### src/acs_pkg.sv
// Constants and types shared by the actuator command selector.
package acs_pkg;

    // Clock rate and the one-second base of the start inhibit interval.
    localparam int unsigned ACS_CLK_HZ = 50_000_000;
    localparam int unsigned ACS_TICK_SEC = 1;
    localparam int unsigned ACS_TICKS_PER_SEC = ACS_CLK_HZ * ACS_TICK_SEC;
    localparam int unsigned ACS_SEC_CNT_W = 26;

    // Command source selections.
    localparam logic [2:0] ACS_SRC_NONE = 3'h0;
    localparam logic [2:0] ACS_SRC_MONO_ONE = 3'h1;
    localparam logic [2:0] ACS_SRC_MONO_TWO = 3'h2;
    localparam logic [2:0] ACS_SRC_DUAL = 3'h3;
    localparam logic [2:0] ACS_SRC_LOCAL = 3'h4;
    localparam logic [2:0] ACS_SRC_LOCAL_AUX = 3'h5;
    localparam logic [2:0] ACS_SRC_MONO_ALT = 3'h6;
    localparam logic [2:0] ACS_SRC_TEST = 3'h7;

    // Discrete channel values, normal and alternate decoding.
    localparam logic [1:0] ACS_VAL_STOP = 2'h0;
    localparam logic [1:0] ACS_VAL_OPEN = 2'h1;
    localparam logic [1:0] ACS_VAL_CLOSE = 2'h2;
    localparam logic [1:0] ACS_ALT_CLOSE = 2'h0;
    localparam logic [1:0] ACS_ALT_OPEN = 2'h1;
    localparam logic [1:0] ACS_ALT_STOP = 2'h2;

    // Interlock channel bit positions.
    localparam int unsigned ACS_ILK_OPEN_BIT = 0;
    localparam int unsigned ACS_ILK_CLOSE_BIT = 1;

    // Valve condition codes.
    localparam int unsigned ACS_CODE_STOP = 0;
    localparam int unsigned ACS_CODE_OPEN = 1;
    localparam int unsigned ACS_CODE_CLOSE = 2;
    localparam int unsigned ACS_CODE_OPEN_LIMIT = 9;
    localparam int unsigned ACS_CODE_CLOSED_LIMIT = 10;
    localparam int unsigned ACS_CODE_OPEN_TORQUE = 11;
    localparam int unsigned ACS_CODE_CLOSED_TORQUE = 12;
    localparam int unsigned ACS_CODE_OPENING = 13;
    localparam int unsigned ACS_CODE_CLOSING = 14;
    localparam int unsigned ACS_CODE_AUX_FIRST = 19;
    localparam int unsigned ACS_CODE_INTERLOCK = 25;
    localparam int unsigned ACS_CODE_ESD_FAIL = 33;
    localparam logic [5:0] ACS_CODE_COUNT = 6'h28;

    // Percent of travel and reset values.
    localparam logic [6:0] ACS_PCT_FULL = 7'h64;
    localparam logic [6:0] ACS_PCT_CLOSED = 7'h00;
    localparam logic [7:0] ACS_INHIBIT_RST = 8'hFF;

    // Motion direction, also the positioner state.
    typedef enum logic [1:0] {ACS_DIR_STOP, ACS_DIR_OPEN, ACS_DIR_CLOSE} acs_dir_t;

    // Channels received from the network.
    typedef struct packed {
        logic [1:0] chan_one;
        logic [1:0] chan_two;
        logic [1:0] interlock;
        logic emergency_shutdown;
        logic [6:0] setpoint;
        logic setpoint_strobe;
    } acs_net_cmd_t;

endpackage

### src/acs_selector.sv
// Actuator command selector: source arbitration, overrides, positioner and condition reports.
// How it works
// Source selection 0 ignores every network command; the motor never moves for them.
// Selection 1 uses channel one, selection 2 channel two; 0 stop, 1 open, 2 close.
// Selection 6 uses channel one with 0 close, 1 open, 2 stop.
// Selection 3 accepts both channels, each decoded 0 stop, 1 open, 2 close.
// In dual mode the most recently changed channel decides.
// Selections 4, 5 and 7 leave network commands inert.
// Emergency channel drives to the emergency position, overriding channels one and two.
// Interlock channel blocks opening, closing or both per its value.
// Discrete commands outrank the setpoint; setpoint acts only while discrete is stop.
// After a discrete command, a setpoint equal to the previous one is ignored.
// On network power loss and return the setpoint is absent; close to 0%.
// Positioner hysteresis of 0 to 100 percent prevents hunting.
// Positioner does not start while the error lies inside the deadband.
// A start inhibit interval of 0 to 255 seconds separates positioner starts.
// Each report follows one selected condition code from 0 to 39.
// Codes 9 to 14 are limits, torque trips, travel; 19 to 22 auxiliary inputs.
// Torque trip codes assert only on torque seating variants.
`timescale 1ns/1ns
module acs_selector #(
    parameter int unsigned TICKS_PER_SEC = acs_pkg::ACS_TICKS_PER_SEC
) (
    input wire logic clk, // 50 MHz clock.
    input wire logic rst_b, // Asynchronous reset, active low.
    input wire logic [2:0] source_select, // Command source selection.
    input acs_pkg::acs_net_cmd_t net_cmd, // Channels from the network.
    input wire logic net_power_ok, // Network power present.
    input acs_pkg::acs_dir_t esd_position, // Configured emergency position.
    input wire logic [6:0] hysteresis_pct, // Positioner hysteresis, percent.
    input wire logic [6:0] deadband_pct, // Positioner deadband, percent.
    input wire logic [7:0] start_inhibit_interval, // Seconds between positioner starts.
    input wire logic [6:0] position_pct, // Measured valve position, percent.
    input wire logic limit_open, // Open limit switch.
    input wire logic limit_closed, // Closed limit switch.
    input wire logic torque_open, // Open torque switch.
    input wire logic torque_closed, // Closed torque switch.
    input wire logic torque_seating, // Variant seats on torque.
    input wire logic [3:0] aux_in, // Auxiliary inputs one to four.
    input wire logic [5:0] report_one_code_select, // Code for report one.
    input wire logic [5:0] report_two_code_select, // Code for report two.
    output logic motor_open, // Drive the motor open.
    output logic motor_close, // Drive the motor closed.
    output logic condition_report_one, // Selected code one is true.
    output logic condition_report_two // Selected code two is true.
);

    ////////////////////////////////////////////////////////////////////////////////
    // Helper functions.

    // Decodes a discrete channel value; an undefined value reads as stop.
    function automatic acs_pkg::acs_dir_t decode_val(input logic [1:0] v, input logic alt);
        decode_val = acs_pkg::ACS_DIR_STOP;
        if (alt) begin
            if (v == acs_pkg::ACS_ALT_OPEN) decode_val = acs_pkg::ACS_DIR_OPEN;
            else if (v == acs_pkg::ACS_ALT_CLOSE) decode_val = acs_pkg::ACS_DIR_CLOSE;
        end else begin
            if (v == acs_pkg::ACS_VAL_OPEN) decode_val = acs_pkg::ACS_DIR_OPEN;
            else if (v == acs_pkg::ACS_VAL_CLOSE) decode_val = acs_pkg::ACS_DIR_CLOSE;
        end
    endfunction

    // Picks one condition code; codes past the list read false.
    function automatic logic code_bit(input logic [39:0] vec, input logic [5:0] sel);
        code_bit = (sel < acs_pkg::ACS_CODE_COUNT) ? vec[sel] : 1'b0;
    endfunction

    ////////////////////////////////////////////////////////////////////////////////
    // State.

    logic motor_open_reg, motor_close_reg;
    logic report_one_reg, report_two_reg;
    logic [1:0] chan_one_prev_reg, chan_two_prev_reg;
    logic sel_one_reg;
    acs_pkg::acs_dir_t disc_prev_reg, pos_dir_reg, pos_dir_next;
    logic analog_active_reg, analog_active_next;
    logic sp_known_reg;
    logic [6:0] target_reg;
    logic [acs_pkg::ACS_SEC_CNT_W-1:0] sec_cnt_reg;
    logic [7:0] inhibit_cnt_reg;
    logic [39:0] code_vec;

    ////////////////////////////////////////////////////////////////////////////////
    // Source arbitration.

    // Only the four discrete selections let the network move the valve.
    wire net_mode = (source_select == acs_pkg::ACS_SRC_MONO_ONE) || (source_select == acs_pkg::ACS_SRC_MONO_TWO)
                 || (source_select == acs_pkg::ACS_SRC_DUAL) || (source_select == acs_pkg::ACS_SRC_MONO_ALT);
    wire net_live = net_mode && net_power_ok;
    wire alt_mode = (source_select == acs_pkg::ACS_SRC_MONO_ALT);
    wire acs_pkg::acs_dir_t dec_one = decode_val(net_cmd.chan_one, alt_mode);
    wire acs_pkg::acs_dir_t dec_two = decode_val(net_cmd.chan_two, 1'b0);
    wire one_changed = (net_cmd.chan_one != chan_one_prev_reg);
    wire two_changed = (net_cmd.chan_two != chan_two_prev_reg);
    // A fresh change of channel one wins a tie with channel two.
    wire sel_one_now = one_changed ? 1'b1 : (two_changed ? 1'b0 : sel_one_reg);
    wire use_one = (source_select == acs_pkg::ACS_SRC_MONO_ONE) || alt_mode
                || ((source_select == acs_pkg::ACS_SRC_DUAL) && sel_one_now);
    wire acs_pkg::acs_dir_t disc_cmd = !net_live ? acs_pkg::ACS_DIR_STOP : (use_one ? dec_one : dec_two);
    wire disc_stop = (disc_cmd == acs_pkg::ACS_DIR_STOP);
    wire disc_event = (disc_cmd != disc_prev_reg) || !disc_stop;

    // Emergency and interlock overrides.
    wire esd_on = net_live && net_cmd.emergency_shutdown;
    wire ilk_open = net_live && net_cmd.interlock[acs_pkg::ACS_ILK_OPEN_BIT];
    wire ilk_close = net_live && net_cmd.interlock[acs_pkg::ACS_ILK_CLOSE_BIT];

    ////////////////////////////////////////////////////////////////////////////////
    // Analogue setpoint and positioner.

    wire [6:0] sp_clamped = (net_cmd.setpoint > acs_pkg::ACS_PCT_FULL) ? acs_pkg::ACS_PCT_FULL : net_cmd.setpoint;
    // A repeated setpoint after a discrete command does nothing.
    wire sp_accept = net_cmd.setpoint_strobe && net_live && disc_stop
                  && (analog_active_reg || !sp_known_reg || (sp_clamped != target_reg));
    wire pos_engaged = net_mode && disc_stop && analog_active_reg && !esd_on;
    wire [6:0] pos_err = (target_reg > position_pct) ? (target_reg - position_pct) : (position_pct - target_reg);
    wire [6:0] restart_thr = (deadband_pct > hysteresis_pct) ? deadband_pct : hysteresis_pct;
    wire inhibit_ok = (inhibit_cnt_reg >= start_inhibit_interval);
    wire pos_start = pos_engaged && (pos_dir_reg == acs_pkg::ACS_DIR_STOP) && (pos_err > restart_thr)
                  && inhibit_ok;
    wire sec_tick = (sec_cnt_reg == acs_pkg::ACS_SEC_CNT_W'(TICKS_PER_SEC - 1));

    // Positioner runs to the target and then rests until the error leaves the band.
    always_comb begin
        pos_dir_next = pos_dir_reg;
        unique case (pos_dir_reg)
            acs_pkg::ACS_DIR_STOP: begin
                if (pos_start) begin
                    pos_dir_next = (target_reg > position_pct) ? acs_pkg::ACS_DIR_OPEN : acs_pkg::ACS_DIR_CLOSE;
                end
            end
            acs_pkg::ACS_DIR_OPEN: begin
                if (position_pct >= target_reg) pos_dir_next = acs_pkg::ACS_DIR_STOP;
            end
            acs_pkg::ACS_DIR_CLOSE: begin
                if (position_pct <= target_reg) pos_dir_next = acs_pkg::ACS_DIR_STOP;
            end
            default: pos_dir_next = acs_pkg::ACS_DIR_STOP;
        endcase
        if (!pos_engaged) pos_dir_next = acs_pkg::ACS_DIR_STOP;
    end

    // Analogue mode ends on any discrete command and is forced on, closed, without network power.
    always_comb begin
        analog_active_next = analog_active_reg;
        if (!net_power_ok) analog_active_next = 1'b1;
        else if (disc_event) analog_active_next = 1'b0;
        else if (sp_accept) analog_active_next = 1'b1;
    end

    ////////////////////////////////////////////////////////////////////////////////
    // Motor drive.

    wire acs_pkg::acs_dir_t dir_want = esd_on ? esd_position : (!disc_stop ? disc_cmd
                                    : (pos_engaged ? pos_dir_reg : acs_pkg::ACS_DIR_STOP));
    wire block_open = limit_open || (torque_seating && torque_open) || (ilk_open && !esd_on);
    wire block_close = limit_closed || (torque_seating && torque_closed) || (ilk_close && !esd_on);
    // A reversal passes through one cycle of stop so both drives never overlap.
    wire open_next = (dir_want == acs_pkg::ACS_DIR_OPEN) && !block_open && !motor_close_reg;
    wire close_next = (dir_want == acs_pkg::ACS_DIR_CLOSE) && !block_close && !motor_open_reg;

    ////////////////////////////////////////////////////////////////////////////////
    // Condition codes.

    // Builds the code list; torque codes need a torque seating variant.
    always_comb begin
        code_vec = '0;
        code_vec[acs_pkg::ACS_CODE_STOP] = (dir_want == acs_pkg::ACS_DIR_STOP);
        code_vec[acs_pkg::ACS_CODE_OPEN] = (dir_want == acs_pkg::ACS_DIR_OPEN);
        code_vec[acs_pkg::ACS_CODE_CLOSE] = (dir_want == acs_pkg::ACS_DIR_CLOSE);
        code_vec[acs_pkg::ACS_CODE_OPEN_LIMIT] = limit_open;
        code_vec[acs_pkg::ACS_CODE_CLOSED_LIMIT] = limit_closed;
        code_vec[acs_pkg::ACS_CODE_OPEN_TORQUE] = torque_seating && torque_open;
        code_vec[acs_pkg::ACS_CODE_CLOSED_TORQUE] = torque_seating && torque_closed;
        code_vec[acs_pkg::ACS_CODE_OPENING] = motor_open_reg;
        code_vec[acs_pkg::ACS_CODE_CLOSING] = motor_close_reg;
        code_vec[acs_pkg::ACS_CODE_AUX_FIRST +: 4] = aux_in;
        code_vec[acs_pkg::ACS_CODE_INTERLOCK] = ilk_open || ilk_close;
        code_vec[acs_pkg::ACS_CODE_ESD_FAIL] = esd_on && !disc_stop;
    end

    ////////////////////////////////////////////////////////////////////////////////
    // Registers.

    // Channel history, dual mode owner and positioner state.
    always_ff @(posedge clk or negedge rst_b) begin
        if (!rst_b) begin
            chan_one_prev_reg <= acs_pkg::ACS_VAL_STOP;
            chan_two_prev_reg <= acs_pkg::ACS_VAL_STOP;
            sel_one_reg <= 1'b1;
            disc_prev_reg <= acs_pkg::ACS_DIR_STOP;
            pos_dir_reg <= acs_pkg::ACS_DIR_STOP;
            analog_active_reg <= 1'b0;
        end else begin
            chan_one_prev_reg <= net_cmd.chan_one;
            chan_two_prev_reg <= net_cmd.chan_two;
            sel_one_reg <= sel_one_now;
            disc_prev_reg <= disc_cmd;
            pos_dir_reg <= pos_dir_next;
            analog_active_reg <= analog_active_next;
        end
    end

    // Setpoint memory; losing network power makes it absent and closed.
    always_ff @(posedge clk or negedge rst_b) begin
        if (!rst_b) begin
            target_reg <= acs_pkg::ACS_PCT_CLOSED;
            sp_known_reg <= 1'b0;
        end else if (!net_power_ok) begin
            target_reg <= acs_pkg::ACS_PCT_CLOSED;
            sp_known_reg <= 1'b0;
        end else if (sp_accept) begin
            target_reg <= sp_clamped;
            sp_known_reg <= 1'b1;
        end
    end

    // Second divider and seconds since the last positioner start.
    always_ff @(posedge clk or negedge rst_b) begin
        if (!rst_b) begin
            sec_cnt_reg <= '0;
            inhibit_cnt_reg <= acs_pkg::ACS_INHIBIT_RST;
        end else begin
            sec_cnt_reg <= sec_tick ? '0 : sec_cnt_reg + 1'b1;
            if (pos_start) inhibit_cnt_reg <= 8'h00;
            else if (sec_tick && (inhibit_cnt_reg != 8'hFF)) inhibit_cnt_reg <= inhibit_cnt_reg + 8'h01;
        end
    end

    // Motor drives and condition reports.
    always_ff @(posedge clk or negedge rst_b) begin
        if (!rst_b) begin
            motor_open_reg <= 1'b0;
            motor_close_reg <= 1'b0;
            report_one_reg <= 1'b0;
            report_two_reg <= 1'b0;
        end else begin
            motor_open_reg <= open_next;
            motor_close_reg <= close_next;
            report_one_reg <= code_bit(code_vec, report_one_code_select);
            report_two_reg <= code_bit(code_vec, report_two_code_select);
        end
    end

    assign motor_open = motor_open_reg;
    assign motor_close = motor_close_reg;
    assign condition_report_one = report_one_reg;
    assign condition_report_two = report_two_reg;

    ////////////////////////////////////////////////////////////////////////////////
    // Assertions.

    property p_inert_modes;
        @(posedge clk) disable iff (!rst_b) !net_mode |=> !motor_open_reg && !motor_close_reg;
    endproperty
    a_inert_modes: assert property (p_inert_modes) else $error("Inert source moved the motor.");

    property p_mono_one_open;
        @(posedge clk) disable iff (!rst_b)
        (source_select == 3'h1) && net_power_ok && !net_cmd.emergency_shutdown && (net_cmd.interlock == 2'h0)
        && (net_cmd.chan_one == 2'h1) && !limit_open && !torque_open && !motor_close_reg |=> motor_open_reg;
    endproperty
    a_mono_one_open: assert property (p_mono_one_open) else $error("Channel one open not obeyed.");

    property p_alt_close;
        @(posedge clk) disable iff (!rst_b)
        (source_select == 3'h6) && net_power_ok && !net_cmd.emergency_shutdown && (net_cmd.interlock == 2'h0)
        && (net_cmd.chan_one == 2'h0) && !limit_closed && !torque_closed && !motor_open_reg |=> motor_close_reg;
    endproperty
    a_alt_close: assert property (p_alt_close) else $error("Alternate close not obeyed.");

    property p_dual_latest;
        @(posedge clk) disable iff (!rst_b)
        (source_select == 3'h3) && net_power_ok && !one_changed && two_changed
        && (net_cmd.chan_two == 2'h2) |-> (disc_cmd == acs_pkg::ACS_DIR_CLOSE);
    endproperty
    a_dual_latest: assert property (p_dual_latest) else $error("Dual mode ignored latest change.");

    property p_esd_close;
        @(posedge clk) disable iff (!rst_b)
        net_live && net_cmd.emergency_shutdown && (esd_position == acs_pkg::ACS_DIR_CLOSE) && !limit_closed
        && !torque_closed && !motor_open_reg |=> motor_close_reg && !motor_open_reg;
    endproperty
    a_esd_close: assert property (p_esd_close) else $error("Emergency close not obeyed.");

    property p_interlock_open;
        @(posedge clk) disable iff (!rst_b) ilk_open && !net_cmd.emergency_shutdown |=> !motor_open_reg;
    endproperty
    a_interlock_open: assert property (p_interlock_open) else $error("Interlock let the valve open.");

    property p_setpoint_needs_stop;
        @(posedge clk) disable iff (!rst_b) !disc_stop |=> !analog_active_reg ##1 (pos_dir_reg == acs_pkg::ACS_DIR_STOP);
    endproperty
    a_setpoint_needs_stop: assert property (p_setpoint_needs_stop) else $error("Positioner ran under discrete.");

    property p_repeat_ignored;
        @(posedge clk) disable iff (!rst_b)
        net_cmd.setpoint_strobe && net_power_ok && !analog_active_reg && sp_known_reg
        && (sp_clamped == target_reg) |=> !analog_active_reg || $past(disc_event) == 1'b0;
    endproperty
    a_repeat_ignored: assert property (p_repeat_ignored) else $error("Repeated setpoint was acted on.");

    property p_power_loss;
        @(posedge clk) disable iff (!rst_b) !net_power_ok |=> (target_reg == 7'h00) && analog_active_reg;
    endproperty
    a_power_loss: assert property (p_power_loss) else $error("Power loss did not close setpoint.");

    property p_band_start;
        @(posedge clk) disable iff (!rst_b) pos_start |-> (pos_err > deadband_pct) && (pos_err > hysteresis_pct);
    endproperty
    a_band_start: assert property (p_band_start) else $error("Start inside the band.");

    property p_inhibit;
        @(posedge clk) disable iff (!rst_b) pos_start |-> inhibit_ok ##1 (inhibit_cnt_reg == 8'h00);
    endproperty
    a_inhibit: assert property (p_inhibit) else $error("Start inhibit not honoured.");

    property p_report_one;
        @(posedge clk) disable iff (!rst_b) rst_b |=> report_one_reg == $past(code_bit(code_vec, report_one_code_select));
    endproperty
    a_report_one: assert property (p_report_one) else $error("Report one does not follow its code.");

    property p_torque_variant;
        @(posedge clk) disable iff (!rst_b) !torque_seating |-> !code_vec[11] && !code_vec[12];
    endproperty
    a_torque_variant: assert property (p_torque_variant) else $error("Torque code without seating.");

    c_dual_switch: cover property (@(posedge clk) disable iff (!rst_b) (source_select == 3'h3) && two_changed);
    c_esd_drive: cover property (@(posedge clk) disable iff (!rst_b) esd_on ##1 motor_close_reg);
    c_pos_start: cover property (@(posedge clk) disable iff (!rst_b) pos_start);
    c_sp_ignored: cover property (@(posedge clk) disable iff (!rst_b) net_cmd.setpoint_strobe && net_live && !sp_accept);

endmodule

### config.mk
export PLATFORM = sky130hd
export DESIGN_NAME = acs_selector
export DESIGN_NICKNAME = d
export VERILOG_FILES = /design/src/acs_pkg.sv /design/src/acs_selector.sv
export SDC_FILE = /design/constraint.sdc
export NUM_CORES = 1
export LEC_CHECK = 0
export BUFFER_PORTS_ARGS = -buffer_cell sky130_fd_sc_hd__buf_2
export CAP_MARGIN = 40
export CELL_PAD_IN_SITES_DETAIL_PLACEMENT = 0
export CELL_PAD_IN_SITES_GLOBAL_PLACEMENT = 1
export CORE_UTILIZATION = 28
export DETAILED_ROUTE_END_ITERATION = 16
export PLACE_DENSITY = 0.67
export SYNTH_ARGS = -nofsm -noshare
export SYNTH_HDL_FRONTEND = slang
export SYNTH_SLANG_ARGS = --single-unit
### constraint.sdc
create_clock -name clk -period 4.9 [get_ports clk]
set_clock_uncertainty 0.05 [all_clocks]
set_input_delay 1.225 -clock clk [delete_from_list [all_inputs] [get_ports clk]]
set_output_delay 1.225 -clock clk [all_outputs]
set_load 0.005 [all_outputs]
---- After elaboration in Yosys (flattened, before gate mapping) ----
Cells that the tools add are included.
word-level totals
  bits of input ports ..................... 73
  logic and storage cells ................. 140
  output and inout port bits .............. 4
  register bits after elaboration ......... 56
operators by class
  $lt $le $gt $ge ......................... 11
  reduce and logical (&&, ||, !) cells .... 50
  $add $sub $neg .......................... 4
  multiplexer cells ....................... 38
  equal/unequal tests ..................... 23
operators with widths
  operator                                                                       count
  7-bit two-way mux                                                              5
  2-bit two-way mux                                                              17
  26-bit by 1-bit adder with 26-bit output (second input constant)               1
  26-bit equality test (second input constant)                                   1
  26-bit two-way mux                                                             1
  1-bit logical AND                                                              24
  7-bit greater-than comparator                                                  3
  8-bit two-way mux                                                              2
  6-bit by 7-bit less-than comparator with 1-bit output (second input constant)  2
  7-bit subtractor                                                               2
  1-bit logical OR                                                               13
  1-bit binary-select mux with 6-bit select                                      2
  6-bit less-than comparator (second input constant)                             2
  1-bit two-way mux                                                              10
  3-bit != test (second input constant)                                          3
  8-bit by 1-bit adder with 8-bit output (second input constant)                 1
  2-bit by 1-bit equality test with 1-bit output (second input constant)         4
  2-bit equality test (second input constant)                                    4
  8-bit >= comparator                                                            1
  2-bit zero test                                                                4
  8-bit != test (second input constant)                                          1
  7-bit >= comparator                                                            1
  7-bit greater-than comparator (second input constant)                          1
  7-bit less-or-equal comparator                                                 1
  11 further kinds                                                               20

---- Depth between registers and ports, before layout ----
Gate-level depths: netlist (run 1).
  word-level depth ........................ 18
  mapped depth ............................ 21
  mapped depth without buffers ............ 21

---- Worst setup path before layout (run 1) ----
Ideal clock, no wire load.
  path type ............................... input to register
  start ................................... input position_pct[1]
  end ..................................... register pos_dir_reg[1]
  setup time .............................. 0.122 ns
  required time ........................... 4.728 ns
  data arrival time ....................... 4.586 ns
  path slack .............................. 0.142 ns
  cell stages on the path ................. 19
  cells stage by stage .................... inv_1 ha_1 nor2b_1 o21a_1 o21ai_0 a21oi_1 o21a_1 o21ai_2 mux2i_1 xnor2_1 ha_1 o21a_1 o21a_1 o21a_1 o21a_1 o21a_1 o221ai_1 nor4b_4 a32o_1
between the ends
  word-level cells in the longest chain between the ends .. 7
  elaborated cells between the ends (all ways) .. 17
  those cells by class .................... 2 x add/sub; 4 x order compare; 3 x eq/ne; 5 x mux; 3 x reduce/logical
ends and longest elaborated chain
  what                                                               RTL line                                  source
  start, declared                                                    acs_selector.sv:33                        input wire logic [6:0] position_pct,
  7-bit subtractor or 7-bit greater-than comparator (tied branches)  acs_selector.sv:116, acs_selector.sv:129
  7-bit two-way mux                                                  acs_selector.sv:116                       wire [6:0] pos_err = (target_reg > position_pct) ? (target_reg - position_pct) : (position_pct - target_reg);
  7-bit greater-than comparator                                      acs_selector.sv:119                       wire pos_start = pos_engaged && (pos_dir_reg == acs_pkg::ACS_DIR_STOP) && (pos_err > restart_thr)
  1-bit logical AND                                                  acs_selector.sv:119
  1-bit logical AND                                                  acs_selector.sv:120                       && inhibit_ok;
  3-bit != test (no source line)                                     n/a
  3-bit AND reduction (no source line)                               n/a
  end signal, assigned                                               acs_selector.sv:192                       pos_dir_reg <= acs_pkg::ACS_DIR_STOP;
  end signal, assigned                                               acs_selector.sv:199                       pos_dir_reg <= pos_dir_next;
  end, declared                                                      acs_selector.sv:75                        acs_pkg::acs_dir_t disc_prev_reg, pos_dir_reg, pos_dir_next;
Several ways; a longest one is shown, not always the timed one. The select of a mux whose other input is x is not followed.
A chain may end at the register's enable or synchronous reset.

---- Worst setup path in the final report (run 1) ----
  start ................................... input position_pct[1]
  end ..................................... register inhibit_cnt_reg[7]
between the ends
  word-level cells in the longest chain between the ends .. 6
  elaborated cells between the ends (all ways) .. 9
  those cells by class .................... 2 x add/sub; 2 x order compare; 2 x mux; 3 x reduce/logical
ends and longest elaborated chain
  what                                                               RTL line             source
  7-bit subtractor or 7-bit greater-than comparator (tied branches)  acs_selector.sv:116
  7-bit two-way mux *                                                acs_selector.sv:116
  7-bit greater-than comparator *                                    acs_selector.sv:119
  1-bit logical AND *                                                acs_selector.sv:119
  1-bit logical AND *                                                acs_selector.sv:120
  8-bit two-way mux or 2-bit nonzero test (tied branches)            n/a
  end signal, assigned                                               acs_selector.sv:222  inhibit_cnt_reg <= acs_pkg::ACS_INHIBIT_RST;
  end signal, assigned                                               acs_selector.sv:226  else if (sec_tick && (inhibit_cnt_reg != 8'hFF)) inhibit_cnt_reg <= inhibit_cnt_reg + 8'h01;
  end, declared                                                      acs_selector.sv:80   logic [7:0] inhibit_cnt_reg;
Mark *: on every way between the ends. The rest lies on a longest branch, timed or not.

==> flow_summary.json, run 1 <==
{
  "status": "finished, final reports clean",
  "ys_ff_latch": 56,
  "placed_cells": 760,
  "nets": 692,
  "worstSetupEndpointType": "flop",
  "yosys.area_share.xor_xnor_pct": 8.242,
  "track_usage_pct": 13.50,
  "coreArea_mm2": 0.01520,
  "rows": 45,
  "syn_area_per_cell_um2": 8.855,
  "hold_viol_final": 0,
  "synth_top_family_by_area": "compound AO/OA/AOI/OAI gates",
  "path_delay_family": "compound AO/OA/AOI/OAI gates",
  "postLayoutSetupSlackWorst_ns": 0.2810,
  "syn_inst": 492,
  "antenna_found_initial": 0,
  "drtIter0Drc": 155,
  "dp_hpwl_mm": 8.456,
  "postLayoutCoreUtil_pct": 34.16,
  "clk_pin_slew_worst_paths_ns": 0.07,
  "synth_edf_count": 0,
  "ctsHoldBuffers": 0,
  "fmax_mhz": 216.5,
  "ir_drop_uv": 151.4,
  "grt_first_pass_wirelength_mm": 17.85,
  "ys.warnings.count": 0,
  "drive_above_1_share_pct": 20.00,
  "drc": 0,
  "layout_common_cells": "76 x buf_2, 54 x nor2_1, 47 x inv_1, 47 x dfrtp_1, 38 x ha_1",
  "slew_viol_final": 0,
  "boundaryPins": 77,
  "cpMostUsedCell": "o21a_1",
  "r2r-start": "target_reg[1]",
  "seq_area_frac_synth_pct": 32.42,
  "largest_reg_flops": 26,
  "diodes": 0,
  "viasPerCell": 4.921,
  "yosys.area_share.adder_pct": 11.83,
  "critPathBufInv": 3,
  "gp_congestion": 0.8239,
  "start_util_pct": 28.66,
  "hold_path_class": "reg -> reg",
  "final.setup.tns_ns": 0,
  "synth_cell_type_count": 65,
  "die_h_um": 126.7,
  "place_ws_ns": -0.06839,
  "worstSkewPairLatency_ns": 0.29,
  "routed-via-count": 3779,
  "grt_max_degree": 32,
  "ctsResizeCount": 0,
  "critPathLaunch": "position_pct[1]",
  "cp.arrival_ns": 4.80,
  "layout_commonest_cell": "buf_2",
  "synth_compound_area_share_pct": 19.59,
  "total_leakage_power_nw": 2.425,
  "p_per_area_mw_per_mm2": 264.7,
  "synth_nets": 605,
  "worst_pin_slew_ns": 0.7409,
  "slew-limit-headroom_pct": 50.60,
  "crit_path_max_incr_delay_ns": 0.31,
  "fin_crit_ns": 4.619,
  "instances_no_fill": 768,
  "clk_path_buf_depth": 2,
  "cts_buffers": 5,
  "dieArea_mm2": 0.01606,
  "setup_violations": 0,
  "area_growth_pct": 19.18,
  "die_x_um": 126.7,
  "critical_path_class": "in -> reg",
  "io_buffers": 76,
  "final.period_utilization_pct": 94.27,
  "cts_root_buf": "clkbuf_16",
  "ant_nets": 0,
  "grt_overflow": 0,
  "cap_viol_max_count": 0,
  "clock-sinks": 56,
  "synth_flop_cell": "dfrtp_1",
  "post_cts_buffers": 0,
  "cts_tree": "done",
  "synth-simple-area-share_pct": 19.33,
  "synth_mux_area_share_pct": 3.992,
  "finalPower_w": 0.001374,
  "cp.required_ns": 5.08,
  "min_from": "disc_prev_reg[0]",
  "ctsHtreeMaxLevel": 2,
  "wl_per_cell_um": 13.57,
  "crit_chain": "buf_2 > inv_1 > ha_1 > nor2b_1 > o21a_1 > o21ai_0 > a21oi_1 > o21a_1 > o21ai_4 > mux2i_2 > xnor2_1 > ha_1 > o21a_1 > o21a_1 > o21a_1 > o21a_1 > o21a_1 > o221ai_1 > nor4b_4 > buf_4 > nor2_1",
  "netlist_area_mm2": 0.004357,
  "path_max_fanout": 8,
  "startpoint_type": "input port",
  "wl_mm": 10.42,
  "crit_path_top_delay_cell": "mux2i_2",
  "synthArstFlopShare_pct": 100.0,
  "first_global_vias": 3785,
  "drt_pass1_iterations": 4
}
## logic make-up after synthesis
group / count (synthesis)
XOR/XNOR: 41
AO/OA/AOI/OAI: 118
multiplexers: 16
buffers and inverters: 53
adder cells (fa/ha/maj): 40
AND/OR/NAND/NOR: 168
flip-flops: 56
## Yosys cell counts, types with 3 or more instances
cell type,number,area share [%]
clkbuf_1,5,0.43
nand2_1,34,2.9
o21ai_0,24,2.8
a21oi_1,21,2.4
nand3b_1,4,0.69
ha_1,38,11
o21a_1,9,1.6
mux2i_1,14,3.2
o221ai_1,3,0.60
a21o_1,10,1.7
o22ai_1,5,0.72
a211oi_1,5,0.86
and3_1,5,0.72
o31ai_1,8,1.4
xor2_1,16,3.2
nand4_1,12,1.7
or3_1,4,0.57
nand2b_1,6,0.86
o211ai_1,3,0.52
dfstp_2,9,5.4
inv_1,47,4.0
nor2_1,54,4.7
nand3_1,24,2.8
dfrtp_1,47,27
nor3_1,3,0.34
xnor2_1,25,5.0
nor2b_1,9,1.3
a31oi_1,3,0.43
## metal layers
metal | part of all wire (%) | GRT usage [%]
met1 | 49 | 17.95
met2 | 47 | 23.46
met3 | 3.7 | 1.771
met4 | 0.87 | 2.731
met5 | 0 | 0
## stage by stage
step	hold slack, ns	area [µm²]
4_1_cts	0.3864	5171
5_1_grt	0.4110	5192
3_5_place_dp	0.3676	5024
6_report	0.3888	5192
2_1_floorplan	0.3579	4357
3_3_place_gp	0.3643	5024
## final cells by class
cell class              count  area, µm²
clock inverters             3      22.52
inverters                  47      176.4
clock buffers               5      125.1
well taps                 188      235.2
multi-input cells         383       2765
flip-flops and latches     56       1413
repair buffers             86      455.4
fillers                  1596      10010
## power by group
part / leakage, nW / total, W / internal (W) / switching [W]
logic: 1.63 / 0.000433 / 0.000209 / 0.000223
clock network: 0.0742 / 0.000359 / 0.000192 / 0.000168
registers: 0.717 / 0.000582 / 0.000530 / 0.0000522
total: 2.43 / 0.00137 / 0.000931 / 0.000443
## path summary, 6_finish.rpt
kind / slack (ns) / to / depth (start not counted)
min: 0.39 / analog_active_reg / 1
max: 0.28 / inhibit_cnt_reg[7] / 21
max reg2reg: 0.90 / inhibit_cnt_reg[7] / 19
min reg2reg: 0.39 / analog_active_reg / 1
max in group asynchronous: 2.99 / sel_one_reg / 2
min in group asynchronous: 0.94 / target_reg[2] / 1
No activity file was read; power rests on OpenSTA's default activity.
==> run 2, diff against run 1 <==
--- a/config.mk
+++ b/config.mk
@@ -9,6 +9,7 @@
 export CAP_MARGIN = 40
 export CELL_PAD_IN_SITES_DETAIL_PLACEMENT = 0
 export CELL_PAD_IN_SITES_GLOBAL_PLACEMENT = 1
+export CORE_ASPECT_RATIO = 1.1
 export CORE_UTILIZATION = 28
 export DETAILED_ROUTE_END_ITERATION = 16
 export PLACE_DENSITY = 0.67
==> run 2 against run 1 <==
Against the previous run:
- via count shrank 1.7%
- cell count increased by 1.0%
- global-route usage up 0.10 points
- sequential cell count stayed put
- first-iteration DRC count fell by 28%
- clock power up 14%
- register-to-register slack about the same
- combinational power is 2% lower
- sequential power hardly changed
- wire length up 0.36%
- largest cell class unchanged
- utilization grew 0.28 points
- highest routed layer is now met5
- count of clock-buffer cells in the layout grew 1
==> flow_summary.json, run 2 (synthesis results as in run 1) <==
{
  "ant_nets": 0,
  "io_buffers": 76,
  "startpoint_type": "input port",
  "hold_path_class": "reg -> reg",
  "status": "finished, final reports clean",
  "rsz0062_at_grt": "false",
  "antenna_found_initial": 3,
  "whs_ns": 0.3759,
  "critical_path_class": "in -> reg",
  "setup_violations": 0,
  "grt_first_pass_wirelength_mm": 17.72,
  "worstSetupEndpointType": "flop",
  "final.setup.tns_ns": 0,
  "area_growth_pct": 19.44,
  "nets": 691,
  "gp_congestion": 0.8534,
  "cp.arrival_ns": 4.78,
  "instances_no_fill": 776,
  "place_ws_ns": -0.07318,
  "layout_commonest_cell": "buf_2",
  "rrSetupSlack_ns": 0.91,
  "hold_viol_final": 0,
  "die_x_um": 120.9,
  "rows": 47,
  "p_per_area_mw_per_mm2": 272.3,
  "boundaryPins": 77,
  "slew_viol_final": 0,
  "drt_pass1_iterations": 4,
  "total_leakage_power_nw": 2.436,
  "clk_path_buf_depth": 2,
  "layout_common_cells": "76 x buf_2, 54 x nor2_1, 47 x inv_1, 47 x dfrtp_1, 38 x ha_1",
  "drive_above_1_share_pct": 19.17,
  "dieArea_mm2": 0.01606,
  "largest_reg_flops": 26,
  "worst_pin_slew_ns": 0.8100,
  "postLayoutSetupSlackWorst_ns": 0.2993,
  "ctsHtreeMaxLevel": 2,
  "r2r-start": "target_reg[1]",
  "rr_endpoint": "inhibit_cnt_reg[2]",
  "final.period_utilization_pct": 93.89,
  "dp_hpwl_mm": 8.411,
  "drc": 0,
  "viasPerCell": 4.786,
  "grt_overflow": 0,
  "cts_tree": "done",
  "cts_buffers": 5,
  "die_h_um": 132.8,
  "post_cts_buffers": 0,
  "worstSkewPairLatency_ns": 0.30,
  "slew-limit-headroom_pct": 46.00,
  "ctsHoldBuffers": 0,
  "ctsResizeCount": 0,
  "cp.required_ns": 5.08,
  "crit_path_end": "inhibit_cnt_reg[2]",
  "track_usage_pct": 13.60,
  "postLayoutCoreUtil_pct": 34.43,
  "grt_max_degree": 36,
  "ff2ff_path_depth": 19,
  "cts_root_buf": "clkbuf_16",
  "seq_area_mm2": 0.001413,
  "first_global_vias": 3824,
  "wl_per_cell_um": 13.47,
  "placed_cells": 767,
  "critPathLaunch": "position_pct[1]",
  "clock-sinks": 56,
  "wl_mm": 10.46,
  "fin_crit_ns": 4.601,
  "path_max_fanout": 8,
  "start_util_pct": 28.83,
  "ir_drop_uv": 125.2,
  "routed-via-count": 3714,
  "coreArea_mm2": 0.01511,
  "clk_pin_slew_worst_paths_ns": 0.07,
  "fmax_mhz": 217.4,
  "fill_cells": 1585,
  "drtIter0Drc": 111,
  "cap_viol_max_count": 0,
  "multi_input_area_mm2": 0.002751
}
run 2: cell count changes in the layout (fill, tap and decap cells not counted), sizes merged:
cell | previous run | this run
clkbuf | 5 | 6
diode | 0 | 1
bufinv | 0 | 1
clkinv | 2 | 0
buf | 86 | 85
run 2: area by class of cell:
class	instances	share of cell area (%)
Clock inverter	2	0.7454
Clock buffer	6	2.477
Antenna cell	1	0.04809
Inverter	47	3.390
Timing Repair Buffer	85	8.608
Sequential cell	56	27.15
Tap cell	196	4.713
Multi-Input combinational cell	383	52.87
run 2: critical path, cell delays in order:
cell,delay [ns]
buf_2,0.09
inv_1,0.06
ha_1,0.30
nor2b_1,0.13
o21a_1,0.17
o21ai_0,0.15
a21oi_1,0.08
o21a_1,0.21
o21ai_4,0.22
mux2i_1,0.33
xnor2_1,0.16
ha_1,0.26
o21a_1,0.11
o21a_1,0.16
o21a_1,0.16
o21a_1,0.16
o21a_1,0.16
o221ai_1,0.26
nor4b_4,0.09
buf_4,0.18
nor2_1,0.11
run 2: metrics by stage:
stage	power (W)	instance area (µm²)
after floorplan	0.0008745	4357
final	0.001417	5204
after global routing	0.001521	5204
after global placement	0.001009	5026
after CTS	0.001438	5194
after detailed placement	0.001020	5026
run 2: how the worst min path moves through the flow:
stage,endpoint,slack [ns],cells past startpoint,start
floorplan,analog_active_reg,0.36,1,disc_prev_reg[0]
global placement,analog_active_reg,0.36,1,disc_prev_reg[0]
detailed placement,analog_active_reg,0.37,1,disc_prev_reg[1]
CTS,analog_active_reg,0.38,1,disc_prev_reg[1]
global route,analog_active_reg,0.40,1,disc_prev_reg[1]
finish,analog_active_reg,0.38,1,disc_prev_reg[1]
run 2: where the power goes:
group	switching [W]	internal, W	leakage [nW]
clock network	0.000166	0.000244	0.0815
registers	0.0000520	0.000530	0.717
logic	0.000219	0.000206	1.64
run 2: layer usage:
layer	global-route usage (%)	wire length (µm)	up-vias
li1	-	-	1929
met1	17.04	4831	1705
met2	23.46	4982	66
met3	2.629	477	12
met4	3.978	156	2
met5	0	8	-
